`src/rtl/meas_delay_params.svh`:
```
// Register offsets, field positions, reset values and timing counts
`ifndef MEAS_DELAY_PARAMS_SVH
`define MEAS_DELAY_PARAMS_SVH
`define MFD_OFFSET 8'h3B
`define CID_OFFSET 8'h3F
`define MFD_ADDR 12'h0EC
`define CID_ADDR 12'h0FC
`define MFD_PHASE_BIT 7
`define MFD_AMP_BIT 6
`define MFD_DEL_MSB 3
`define MFD_RESET 8'h00
`define MFD_WMASK 8'hCF
`define TANA_PROBE 4'h7
`define CLK_MHZ 40
`define TENTH_MS_NS 100000
`define TENTH_MS_CYC ((`TENTH_MS_NS * `CLK_MHZ) / 1000)
`endif

```
`src/rtl/meas_delay_pkg.sv`:
```
// Types shared by the measurement delay block
package meas_delay_pkg;
  typedef enum logic [1:0] {
    ROUTE_NONE,
    ROUTE_AMP_T2,
    ROUTE_PHASE_T2,
    ROUTE_BOTH
  } probe_route_t;
  typedef enum logic [1:0] {
    ST_IDLE,
    ST_PROLONG,
    ST_MEASURE
  } wake_state_t;
endpackage : meas_delay_pkg

```
`src/rtl/prolong_table_if.sv`:
```
// Lookup request and answer between top and prolongation table
`timescale 1ns/1ps
interface prolong_table_if;
  logic wake_range;
  logic [2:0] wake_period;
  logic [3:0] setting;
  logic [7:0] tenths;
  modport user (output wake_range, output wake_period, output setting, input tenths);
  modport table_side (input wake_range, input wake_period, input setting, output tenths);
endinterface : prolong_table_if

```
`src/rtl/prolong_table.sv`:
```
// Wake-up pulse prolongation lookup in tenths of a millisecond
`timescale 1ns/1ps
module prolong_table (
  prolong_table_if.table_side lk
);
  logic [7:0] row [0:15][0:15];
  always_comb begin
    row[0] = '{8'h00, 8'h07, 8'h0D, 8'h13, 8'h19, 8'h1F, 8'h25, 8'h2B,
      8'h31, 8'h37, 8'h3D, 8'h49, 8'h55, 8'h61, 8'h6D, 8'h7A};
    row[1] = '{8'h00, 8'h04, 8'h0A, 8'h10, 8'h17, 8'h1D, 8'h23, 8'h29,
      8'h2F, 8'h35, 8'h3B, 8'h47, 8'h53, 8'h5F, 8'h6B, 8'h77};
    row[2] = '{8'h00, 8'h00, 8'h08, 8'h0E, 8'h14, 8'h1A, 8'h20, 8'h26,
      8'h2C, 8'h32, 8'h38, 8'h44, 8'h51, 8'h5D, 8'h69, 8'h75};
    row[3] = '{8'h00, 8'h00, 8'h06, 8'h0C, 8'h12, 8'h18, 8'h1E, 8'h24,
      8'h2A, 8'h30, 8'h36, 8'h42, 8'h4E, 8'h5A, 8'h66, 8'h72};
    row[4] = '{8'h00, 8'h00, 8'h00, 8'h09, 8'h0F, 8'h15, 8'h1C, 8'h22,
      8'h28, 8'h2E, 8'h34, 8'h40, 8'h4C, 8'h58, 8'h64, 8'h70};
    row[5] = '{8'h00, 8'h00, 8'h00, 8'h07, 8'h0D, 8'h13, 8'h19, 8'h1F,
      8'h25, 8'h2B, 8'h31, 8'h3D, 8'h49, 8'h56, 8'h62, 8'h6E};
    row[6] = '{8'h00, 8'h00, 8'h00, 8'h00, 8'h0B, 8'h11, 8'h17, 8'h1D,
      8'h23, 8'h29, 8'h32, 8'h3B, 8'h47, 8'h53, 8'h5F, 8'h6B};
    row[7] = '{8'h00, 8'h00, 8'h00, 8'h00, 8'h08, 8'h0E, 8'h27, 8'h1A,
      8'h21, 8'h27, 8'h2D, 8'h39, 8'h45, 8'h51, 8'h5D, 8'h69};
    row[8] = '{8'h00, 8'h09, 8'h0F, 8'h15, 8'h1B, 8'h21, 8'h27, 8'h2D,
      8'h33, 8'h39, 8'h3F, 8'h4B, 8'h57, 8'h63, 8'h70, 8'h7C};
    row[9] = '{8'h00, 8'h09, 8'h0F, 8'h15, 8'h1B, 8'h21, 8'h27, 8'h2D,
      8'h33, 8'h39, 8'h3F, 8'h4B, 8'h57, 8'h63, 8'h6F, 8'h7B};
    row[10] = '{8'h00, 8'h08, 8'h0E, 8'h14, 8'h1B, 8'h21, 8'h27, 8'h2D,
      8'h33, 8'h39, 8'h3F, 8'h4B, 8'h57, 8'h63, 8'h6F, 8'h7B};
    row[11] = '{8'h00, 8'h08, 8'h0E, 8'h14, 8'h1A, 8'h20, 8'h26, 8'h2C,
      8'h32, 8'h38, 8'h3F, 8'h4B, 8'h57, 8'h63, 8'h6F, 8'h7B};
    row[12] = '{8'h00, 8'h08, 8'h0E, 8'h14, 8'h1A, 8'h20, 8'h26, 8'h2C,
      8'h32, 8'h38, 8'h3E, 8'h4A, 8'h56, 8'h63, 8'h6F, 8'h7B};
    row[13] = '{8'h00, 8'h08, 8'h0E, 8'h14, 8'h1A, 8'h20, 8'h26, 8'h2C,
      8'h32, 8'h38, 8'h3E, 8'h4A, 8'h56, 8'h62, 8'h6E, 8'h7A};
    row[14] = '{8'h00, 8'h08, 8'h0E, 8'h14, 8'h1A, 8'h20, 8'h26, 8'h2C,
      8'h32, 8'h38, 8'h3E, 8'h4A, 8'h56, 8'h62, 8'h6E, 8'h7A};
    row[15] = '{8'h00, 8'h07, 8'h0D, 8'h13, 8'h19, 8'h1F, 8'h25, 8'h2B,
      8'h32, 8'h38, 8'h3E, 8'h4A, 8'h56, 8'h62, 8'h6E, 8'h7A};
  end
  // Row picked by range and period, column by setting
  assign lk.tenths = row[{lk.wake_range, lk.wake_period}][lk.setting];
endmodule : prolong_table

```
`src/rtl/meas_delay_regs.sv`:
```
// Measurement field delay and chip identity registers on APB
//
// Contract
// - Two route bits form one select: none, amp to pin2, phase to pin2, amp to pin1 with phase to pin2.
// - Either route bit set switches the transmit field on.
// - Prolongation field zero adds nothing; nonzero adds a table delay.
// - Prolongation runs before field enable and before the measurement.
// - Prolongation length depends on wake-up range bit and period select.
// - Read-only identity byte: five bit type code, three bit revision.
`timescale 1ns/1ps
`include "meas_delay_params.svh"
module meas_delay_regs #(
  parameter logic [4:0] PART_TYPE = 5'h0A,
  parameter logic [2:0] SILICON_REV = 3'h5,
  parameter int TENTH_CYCLES = `TENTH_MS_CYC
) (
  // Clock and reset
  input wire logic mclk_i,
  input wire logic reset_n_i,
  // APB slave
  input wire logic psel,
  input wire logic penable,
  input wire logic pwrite,
  input wire logic [11:0] paddr,
  input wire logic [31:0] pwdata,
  input wire logic [3:0] pstrb,
  output logic [31:0] prdata,
  output logic pready,
  output logic pslverr,
  // Wake-up timer settings and events
  input wire logic wake_range_i,
  input wire logic [2:0] wake_period_i,
  input wire logic wake_pulse_i,
  // Analog test routing and field
  output meas_delay_pkg::probe_route_t probe_route_o,
  output logic amp_to_test_pin_one_o,
  output logic amp_to_test_pin_two_o,
  output logic phase_to_test_pin_two_o,
  output logic field_on_o,
  output logic measure_start_o,
  output logic prolong_busy_o
);
  import meas_delay_pkg::*;

  // Register state and APB decode
  logic [7:0] mfd_q;
  logic [7:0] mfd_d;
  logic [31:0] rdata_d;
  logic apb_write;
  logic apb_read;
  logic hit_mfd;
  logic hit_cid;
  logic field_req;
  probe_route_t route;

  // Timer domain inputs
  logic [4:0] async_in;
  logic [4:0] synced;
  logic wake_level;
  logic wake_prev_q;
  logic wake_rise;
  logic wake_range_s;
  logic [2:0] wake_period_s;
  logic [3:0] set_prev_q;
  logic [3:0] set_held_q;

  // Prolongation sequencer
  logic [31:0] tick_q;
  logic tenth_tick;
  logic [7:0] left_q;
  wake_state_t state_q;
  wake_state_t state_d;
  prolong_table_if lk ();

  prolong_table u_table (
    .lk(lk.table_side)
  );

  // APB decode; every transfer completes without wait states
  assign apb_write = psel && penable && pwrite;
  assign apb_read = psel && !pwrite;
  assign pready = 1'b1;
  always_comb begin
    hit_mfd = 1'b0;
    hit_cid = 1'b0;
    case (paddr)
      `MFD_ADDR: begin
        hit_mfd = 1'b1;
      end
      `CID_ADDR: begin
        hit_cid = 1'b1;
      end
      default: begin
      end
    endcase
  end
  // Unmapped address or identity write refused
  assign pslverr = psel && penable && !(hit_mfd || (hit_cid && !pwrite));

  // Read word of the addressed register
  always_comb begin
    rdata_d = 32'h0000_0000;
    if (hit_mfd) begin
      rdata_d = {24'h00_0000, mfd_q};
    end else if (hit_cid) begin
      rdata_d = {24'h00_0000, PART_TYPE, SILICON_REV};
    end
  end

  // Reserved bits masked off on write
  always_comb begin
    mfd_d = mfd_q;
    if (pstrb[0]) begin
      mfd_d = pwdata[7:0] & `MFD_WMASK;
    end
  end

  always_ff @(posedge mclk_i or negedge reset_n_i) begin
    if (!reset_n_i) begin
      mfd_q <= `MFD_RESET;
    end else if (apb_write && hit_mfd) begin
      mfd_q <= mfd_d;
    end
  end

  always_ff @(posedge mclk_i or negedge reset_n_i) begin
    if (!reset_n_i) begin
      prdata <= 32'h0000_0000;
    end else if (apb_read && !penable) begin
      prdata <= rdata_d;
    end
  end

  // Route select decode
  assign route = probe_route_t'({mfd_q[`MFD_PHASE_BIT], mfd_q[`MFD_AMP_BIT]});
  assign probe_route_o = route;
  always_comb begin
    amp_to_test_pin_one_o = 1'b0;
    amp_to_test_pin_two_o = 1'b0;
    phase_to_test_pin_two_o = 1'b0;
    case (route)
      ROUTE_NONE: begin
      end
      ROUTE_AMP_T2: begin
        amp_to_test_pin_two_o = 1'b1;
      end
      ROUTE_PHASE_T2: begin
        phase_to_test_pin_two_o = 1'b1;
      end
      ROUTE_BOTH: begin
        amp_to_test_pin_one_o = 1'b1;
        phase_to_test_pin_two_o = 1'b1;
      end
      default: begin
      end
    endcase
  end

  // Two-flop synchronisers for the timer domain inputs
  assign async_in = {wake_pulse_i, wake_range_i, wake_period_i};
  for (genvar b = 0; b < 5; b++) begin : g_sync
    logic s1_q;
    logic s2_q;
    always_ff @(posedge mclk_i or negedge reset_n_i) begin
      if (!reset_n_i) begin
        s1_q <= 1'b0;
        s2_q <= 1'b0;
      end else begin
        s1_q <= async_in[b];
        s2_q <= s1_q;
      end
    end
    assign synced[b] = s2_q;
  end
  assign wake_level = synced[4];
  assign wake_range_s = synced[3];
  assign wake_period_s = synced[2:0];

  // Edge detector idles low like the pin: no false edge after reset
  always_ff @(posedge mclk_i or negedge reset_n_i) begin
    if (!reset_n_i) begin
      wake_prev_q <= 1'b0;
    end else begin
      wake_prev_q <= wake_level;
    end
  end
  assign wake_rise = wake_level && !wake_prev_q;

  // Multi-bit settings used only once two synced samples agree
  always_ff @(posedge mclk_i or negedge reset_n_i) begin
    if (!reset_n_i) begin
      set_prev_q <= 4'h0;
      set_held_q <= 4'h0;
    end else begin
      set_prev_q <= {wake_range_s, wake_period_s};
      if ({wake_range_s, wake_period_s} == set_prev_q) begin
        set_held_q <= set_prev_q;
      end
    end
  end

  // Table lookup from timer settings and the delay field
  assign lk.wake_range = set_held_q[3];
  assign lk.wake_period = set_held_q[2:0];
  assign lk.setting = mfd_q[`MFD_DEL_MSB:0];

  // Tenth-millisecond enable pulse; divider runs only while prolonging
  assign tenth_tick = (state_q == ST_PROLONG) && (tick_q == 32'(TENTH_CYCLES - 1));
  always_ff @(posedge mclk_i or negedge reset_n_i) begin
    if (!reset_n_i) begin
      tick_q <= 32'h0000_0000;
    end else if ((state_q != ST_PROLONG) || tenth_tick) begin
      tick_q <= 32'h0000_0000;
    end else begin
      tick_q <= tick_q + 32'h0000_0001;
    end
  end

  // Tenths still to wait, loaded at the wake edge
  always_ff @(posedge mclk_i or negedge reset_n_i) begin
    if (!reset_n_i) begin
      left_q <= 8'h00;
    end else if ((state_q == ST_IDLE) && wake_rise) begin
      left_q <= lk.tenths;
    end else if (tenth_tick) begin
      left_q <= left_q - 8'h01;
    end
  end

  // Prolongation sequencer
  always_comb begin
    state_d = state_q;
    case (state_q)
      ST_IDLE: begin
        if (wake_rise) begin
          if (lk.tenths == 8'h00) begin
            state_d = ST_MEASURE;
          end else begin
            state_d = ST_PROLONG;
          end
        end
      end
      ST_PROLONG: begin
        if (tenth_tick && (left_q == 8'h01)) begin
          state_d = ST_MEASURE;
        end
      end
      ST_MEASURE: begin
        state_d = ST_IDLE;
      end
      default: begin
        state_d = ST_IDLE;
      end
    endcase
  end

  always_ff @(posedge mclk_i or negedge reset_n_i) begin
    if (!reset_n_i) begin
      state_q <= ST_IDLE;
    end else begin
      state_q <= state_d;
    end
  end

  assign prolong_busy_o = (state_q == ST_PROLONG);
  assign measure_start_o = (state_q == ST_MEASURE);
  assign field_req = mfd_q[`MFD_PHASE_BIT] || mfd_q[`MFD_AMP_BIT];
  // Field held off while prolongation runs
  assign field_on_o = field_req && (state_q != ST_PROLONG);
endmodule : meas_delay_regs

```
`config.mk`:
```
export PLATFORM = sky130hd
export DESIGN_NAME = meas_delay_regs
export DESIGN_NICKNAME = d
export VERILOG_FILES = /design/src/rtl/meas_delay_pkg.sv /design/src/rtl/prolong_table_if.sv /design/src/rtl/prolong_table.sv /design/src/rtl/meas_delay_regs.sv
export VERILOG_INCLUDE_DIRS = /design/src /design/src/rtl
export SDC_FILE = /design/constraint.sdc
export NUM_CORES = 1
export LEC_CHECK = 0
export ABC_CLOCK_PERIOD_IN_PS = 2850
export BUFFER_PORTS_ARGS = -buffer_cell sky130_fd_sc_hd__buf_4
export CAP_MARGIN = 20
export CORE_UTILIZATION = 56
export CTS_CLUSTER_DIAMETER = 150
export DETAILED_ROUTE_END_ITERATION = 10
export GPL_TIMING_DRIVEN = 0
export PLACE_DENSITY = 0.81
export SYNTH_ARGS = -nofsm -noshare
export SYNTH_HDL_FRONTEND = slang
export SYNTH_SLANG_ARGS = --single-unit
```
`constraint.sdc`:
```
create_clock -name mclk_i -period 2.85 [get_ports mclk_i]
set_input_delay 0.285 -clock mclk_i [delete_from_list [all_inputs] [get_ports mclk_i]]
set_output_delay 0.285 -clock mclk_i [all_outputs]
set_load 0.05 [all_outputs]
```
* Word level (Yosys, flattened, before mapping)
Memories as Yosys holds them, arrays and structs flattened.
Index checks and enable logic that the tools add are counted.
** Word-level totals
- Memories kept :: 1
- Output and inout port bits :: 42
- Memory bits (writable) :: 0
- Register bits :: 99
- Word-level logic and storage cells :: 82
- Bits in latches :: 0
- ROM bits :: 2048
** Memories
- (name not given) :: depth 16, width 128, read ports 1, clocked after memory_dff 0, write ports 0, line prolong_table.sv:42 : assign lk.tenths = row[{lk.wake_range, lk.wake_period}][lk.setting];
** Cells by class
- Reductions and logical operators :: 25
- Muxes and demuxes :: 19
- $add $sub $neg :: 2
- Order comparisons :: 2
- Bitwise gates (word level) :: 2
- Div/mod/pow operators :: 0
- Equal/unequal tests :: 13
- Shift-type cells :: 0
- Multipliers :: 0
** Operators by type and width (number)
- $mux 128 :: 2
- $mux 32 :: 2
- $add 32x1->32 const B :: 1
- $bmux 8 s4 :: 1
- $eq 32x12->1 const B :: 1
- $mux 8 :: 4
- $eq 12x8->1 const B :: 2
- $logic_and 1x1->1 :: 12
- $ge 5x5->1 const B :: 2
- $not 4->5 :: 2
- $eq 8x1->1 const B :: 1
- $logic_not 8->1 :: 1
- $sub 8x1->8 const B :: 1
- $mux 7 :: 1
- $eq 2x2->1 const B :: 3
- $mux 2 :: 3
- $mux 1 :: 5
- $eq 2x1->1 const B :: 2
- $eq 4x4->1 :: 1
- $logic_not 1->1 :: 4
- $ne 2x1->1 const B :: 2
- $pmux 2 s2 :: 1
- $reduce_and 2->1 :: 2
- $logic_or 1x1->1 :: 3
- other kinds (4) :: 4

* Logic depth before layout (Yosys ltp)
- Depth after elaboration :: 11
- Mapped depth :: 10
- Mapped depth without buffers :: 9

* Cells and area by module
Synthesis repeated with hierarchy kept, for this count alone.
** Unflattened totals
- Cells, all modules :: 588
- Area, all modules :: 5133.7 um2
** By module, submodules not included
- meas_delay_regs :: cells each 359, area each 3654.8 um2, times used 1
- prolong_table :: cells each 229, area each 1478.9 um2, times used 1

* Worst setup path before layout
No wires, ideal clock.
- Path kind :: register -> register
- Start point :: register set_held_q[1]
- End point :: register state_q[0]
- Path buffers :: 1
- Stages on the path, launching flop included :: 11
- Setup time :: 119 ps
- Data arrival time :: 2149 ps
- Path slack :: 582 ps
- Clock period less this slack :: 2268 ps
- Cell sequence :: dfrtp_1 > inv_1 > ha_1 > clkbuf_1 > mux2_2 > a211oi_1 > a311oi_1 > o32ai_1 > a41oi_1 > nand4_1 > and2_1
** Between the ends
- Cells in the longest elaborated chain, start to end :: 11
** RTL lines
- start, declared :: line meas_delay_regs.sv:65 : logic [3:0] set_held_q;
- start signal, assigned :: line meas_delay_regs.sv:197 : set_held_q <= set_prev_q;
- $not 4->5 (implied by the code) :: line prolong_table.sv:42
- $mem_v2 16x128
- $mux 128 (implied by the code) (2 in series) :: line prolong_table.sv:42
- $bmux 8 s4 :: line prolong_table.sv:42
- $mux 8 (implied by the code) (2 in series) :: line prolong_table.sv:42
- $logic_not 8->1 :: line meas_delay_regs.sv:236 : if (lk.tenths == 8'h00) begin
- $mux 2 :: line meas_delay_regs.sv:236
- $mux 2 :: line meas_delay_regs.sv:235 : if (wake_rise) begin
- $pmux 2 s2 :: line meas_delay_regs.sv:233 : case (state_q)
- end signal, assigned :: line meas_delay_regs.sv:261 : state_q <= state_d;
- end, declared :: line meas_delay_regs.sv:71 : wake_state_t state_q;
No other way between the ends. The select of a mux whose other input is x is not followed.
A chain may end at the register's enable or synchronous reset.

* Worst setup path in the final report
- Start point :: register set_held_q[0]
- End point :: register state_q[0]
Same word-level chain as after synthesis.

==> out/summary.txt <==
final hold vios: 0
starting density of the core: 0.576
Peak VDD IR: 468 uV
number of synthesized register bits: 74
crit end category: flip-flop
core box area: 0.00872 sq mm
Worst-path clk slew: 0.08 ns
mux cell area share after synthesis: 0.0234
DRT antenna net count: 0
total power divided by cell area: 675 mW/mm^2
Yosys warning count: 0
top post-synthesis cells by area: dfrtp_1 (37%), buf_4 (4.3%), nor2_1 (4.3%)
largest net degree at the start of global routing: 75
CTS Buf Count: 9
Clock Skew: 0.0167 ns
CTS Hold Bufs: 0
Fin Setup TNS: 0 ns
f_max: 364 MHz
Cell Area, Synth: 0.00502 sq mm
nets: 736
post-synth top area share: 0.369
Final period util: 0.965
layout cells sized above 1: 0.180
Multi-input gate area: 0.00282 sq mm
XOR/XNOR Fraction of Synth Area: 0.0593
1st-iter DRT viols: 454
Slew headroom: 0.378
vias in the first global route: 4607
DRC viols: 0
Post-synth EDFFs: 0
worst reg-to-reg setup slack: 0.10 ns
Worst R2R Path Depth: 9
Synth Area in Simple Gates: 0.244
ant diodes: 0
Final Power: 3950 uW
hpwl dp: 9.98 mm
DRT Pass-1 Iters: 5
CP Max Fanout: 10
sequential area share after synthesis: 0.369
ys flop type: dfrtp_1
Mean Syn Cell Area: 8.55 sq um
count of maximum capacitance violations: 0
H-tree levels: 3
post-layout min period: 2.75 ns
worst skew pair latency: 0.35 ns
Filler Cell Count: 687
global-route wire length before repair: 23.1 mm
Reg area: 0.00185 sq mm
WL final: 14.1 mm
die area: 0.00935 sq mm
unrepaired setup endpoints after global routing: no
CTS max path bufs: 2
std cell rows: 34
Vias/cell: 6.18
TritonCTS clock tree: yes
area grow syn2layout: 16.5%
antenna violations before repair: 0
asr flop ratio synth: 1.00
hold path depth: 1
worst path arrival time: 3.00 ns
GRT Total Usage: 0.305
Required @ worst endpoint: 3.10 ns
Synth Instances: 587
worst-margin pin slew: 0.926 ns
CP Launch Type: flip-flop
Top-Level Pins: 100
Tightest Hold Check Type: primary input to flip-flop
largest family of logic cells by synthesized area: simple AND/OR/NAND/NOR gates
final slew viol count: 0
grt total ovfl: 0
post-synthesis adder-cell area fraction: 0.0274
leakage: 0.00257 uW
post-synthesis compound-gate area fraction: 0.187
Root Buffer: clkbuf_8
final setup fails: 0
Netlist cell types: 70
Synth area leader: dfrtp_1
GPL Wtd Cong: 0.976
CP Class: flip-flop to flip-flop
Port Buffer Count: 43
Avg WL per Cell: 18.2 um
status: complete, no violations
total number of vias: 4812
Die H: 96.7 um
die width: 96.7 um
Sink Count: 74
## final timing paths
check	startpoint	to
max reg2reg	set_held_q[0]	state_q[0]
max in group asynchronous	reset_n_i	set_held_q[1]
max	set_held_q[0]	state_q[0]
min reg2reg	g_sync[1].s1_q	g_sync[1].s2_q
min in group asynchronous	reset_n_i	prdata[7]
min	wake_period_i[2]	g_sync[2].s1_q
## cells in the mapped netlist, types with 11 or more instances
library cell	instances
inv_1	20
a21oi_1	30
ha_1	11
nand2_1	51
xor2_1	20
dfrtp_1	74
nand2b_1	17
nor3_1	13
clkbuf_1	26
nand4_1	11
nor4_1	12
buf_4	29
nor2b_1	15
xnor2_1	14
nor2_1	57
nand3_1	16
o21ai_0	39
## state kept, by name (all words and copies together), names as in the netlist
register     count
tick_q          32
left_q           8
prdata           7
mfd_q            6
g_sync.s1_q      5
g_sync.s2_q      5
set_held_q       4
set_prev_q       4
state_q          2
wake_prev_q      1
## cells in the final DEF, fill, tap and decap left out, types with 4 or more instances in the layout
| master | instances |
|---|---|
| a211oi_1 | 4 |
| a21oi_1 | 30 |
| a311oi_1 | 4 |
| a31oi_1 | 7 |
| and2_1 | 6 |
| and3_1 | 5 |
| buf_2 | 8 |
| buf_4 | 75 |
| clkbuf_1 | 22 |
| clkbuf_2 | 4 |
| clkbuf_8 | 10 |
| conb_1 | 26 |
| dfrtp_1 | 73 |
| ha_1 | 10 |
| inv_1 | 19 |
| nand2_1 | 51 |
| nand2b_1 | 17 |
| nand3_1 | 16 |
| nand4_1 | 11 |
| nor2_1 | 57 |
| nor2b_1 | 15 |
| nor3_1 | 13 |
| nor4_1 | 12 |
| o211ai_1 | 5 |
| o21ai_0 | 39 |
| o22ai_1 | 5 |
| o311ai_0 | 4 |
| o31ai_1 | 9 |
| or3_1 | 9 |
| xnor2_1 | 14 |
| xor2_1 | 20 |
## metrics by stage
stage	area, sq um	utilization	hold slack [ns]	std cells	worst slack [ns]
after detailed placement	5570	0.638	0.338	762	-0.145
after floorplan	5110	-	-0.0106	611	0.582
after global placement	5570	0.638	0.335	762	-0.246
after CTS	5810	0.667	0.0380	776	0.00924
after global routing	5850	0.671	0.0291	779	0.00454
final	5850	0.671	0.0475	779	0.101
## per-layer routing
layer,global-route usage,vias to the layer above,part of all wire
li1,-,2203,-
met1,0.410,2251,0.41
met2,0.484,301,0.46
met3,0.0455,57,0.085
met4,0.148,0,0.039
met5,0,-,0
## area by class of cell
cell class / instances / share of cell area
repair buffers: 46 / 0.0591
flip-flops and latches: 74 / 0.317
clock buffers: 10 / 0.0235
clock inverters: 5 / 0.0175
multi-input cells: 450 / 0.483
plain buffers: 65 / 0.0629
well taps: 108 / 0.0231
inverters: 21 / 0.0141
## cell families after synthesis
family / count (synthesis)
AND/OR/NAND/NOR: 229
buffers and inverters: 87
XOR/XNOR: 34
AO/OA/AOI/OAI: 142
other: 2
multiplexers: 8
flip-flops: 74
adder cells (fa/ha/maj): 11
## what timing repair did
action | CTS | global route
setup buffers | 0 | 3
resized for setup | 2 | 9
endpoints found under the setup margin | 2 | 4
## where the power goes
| group | internal [uW] | switching [uW] |
|---|---|---|
| Clock | 599 | 389 |
| Combinational | 583 | 1090 |
| Sequential | 1160 | 130 |
## critical path: stages (launching register included)
cell and delay, ns:
dfrtp_1 0.48, inv_1 0.19, ha_2 0.49, nor2b_1 0.24
o41ai_1 0.11, nor4_1 0.37, o32ai_2 0.19, a41oi_1 0.26
nand4_1 0.16, and2_1 0.18
No activity file was read; power rests on OpenSTA's default activity.
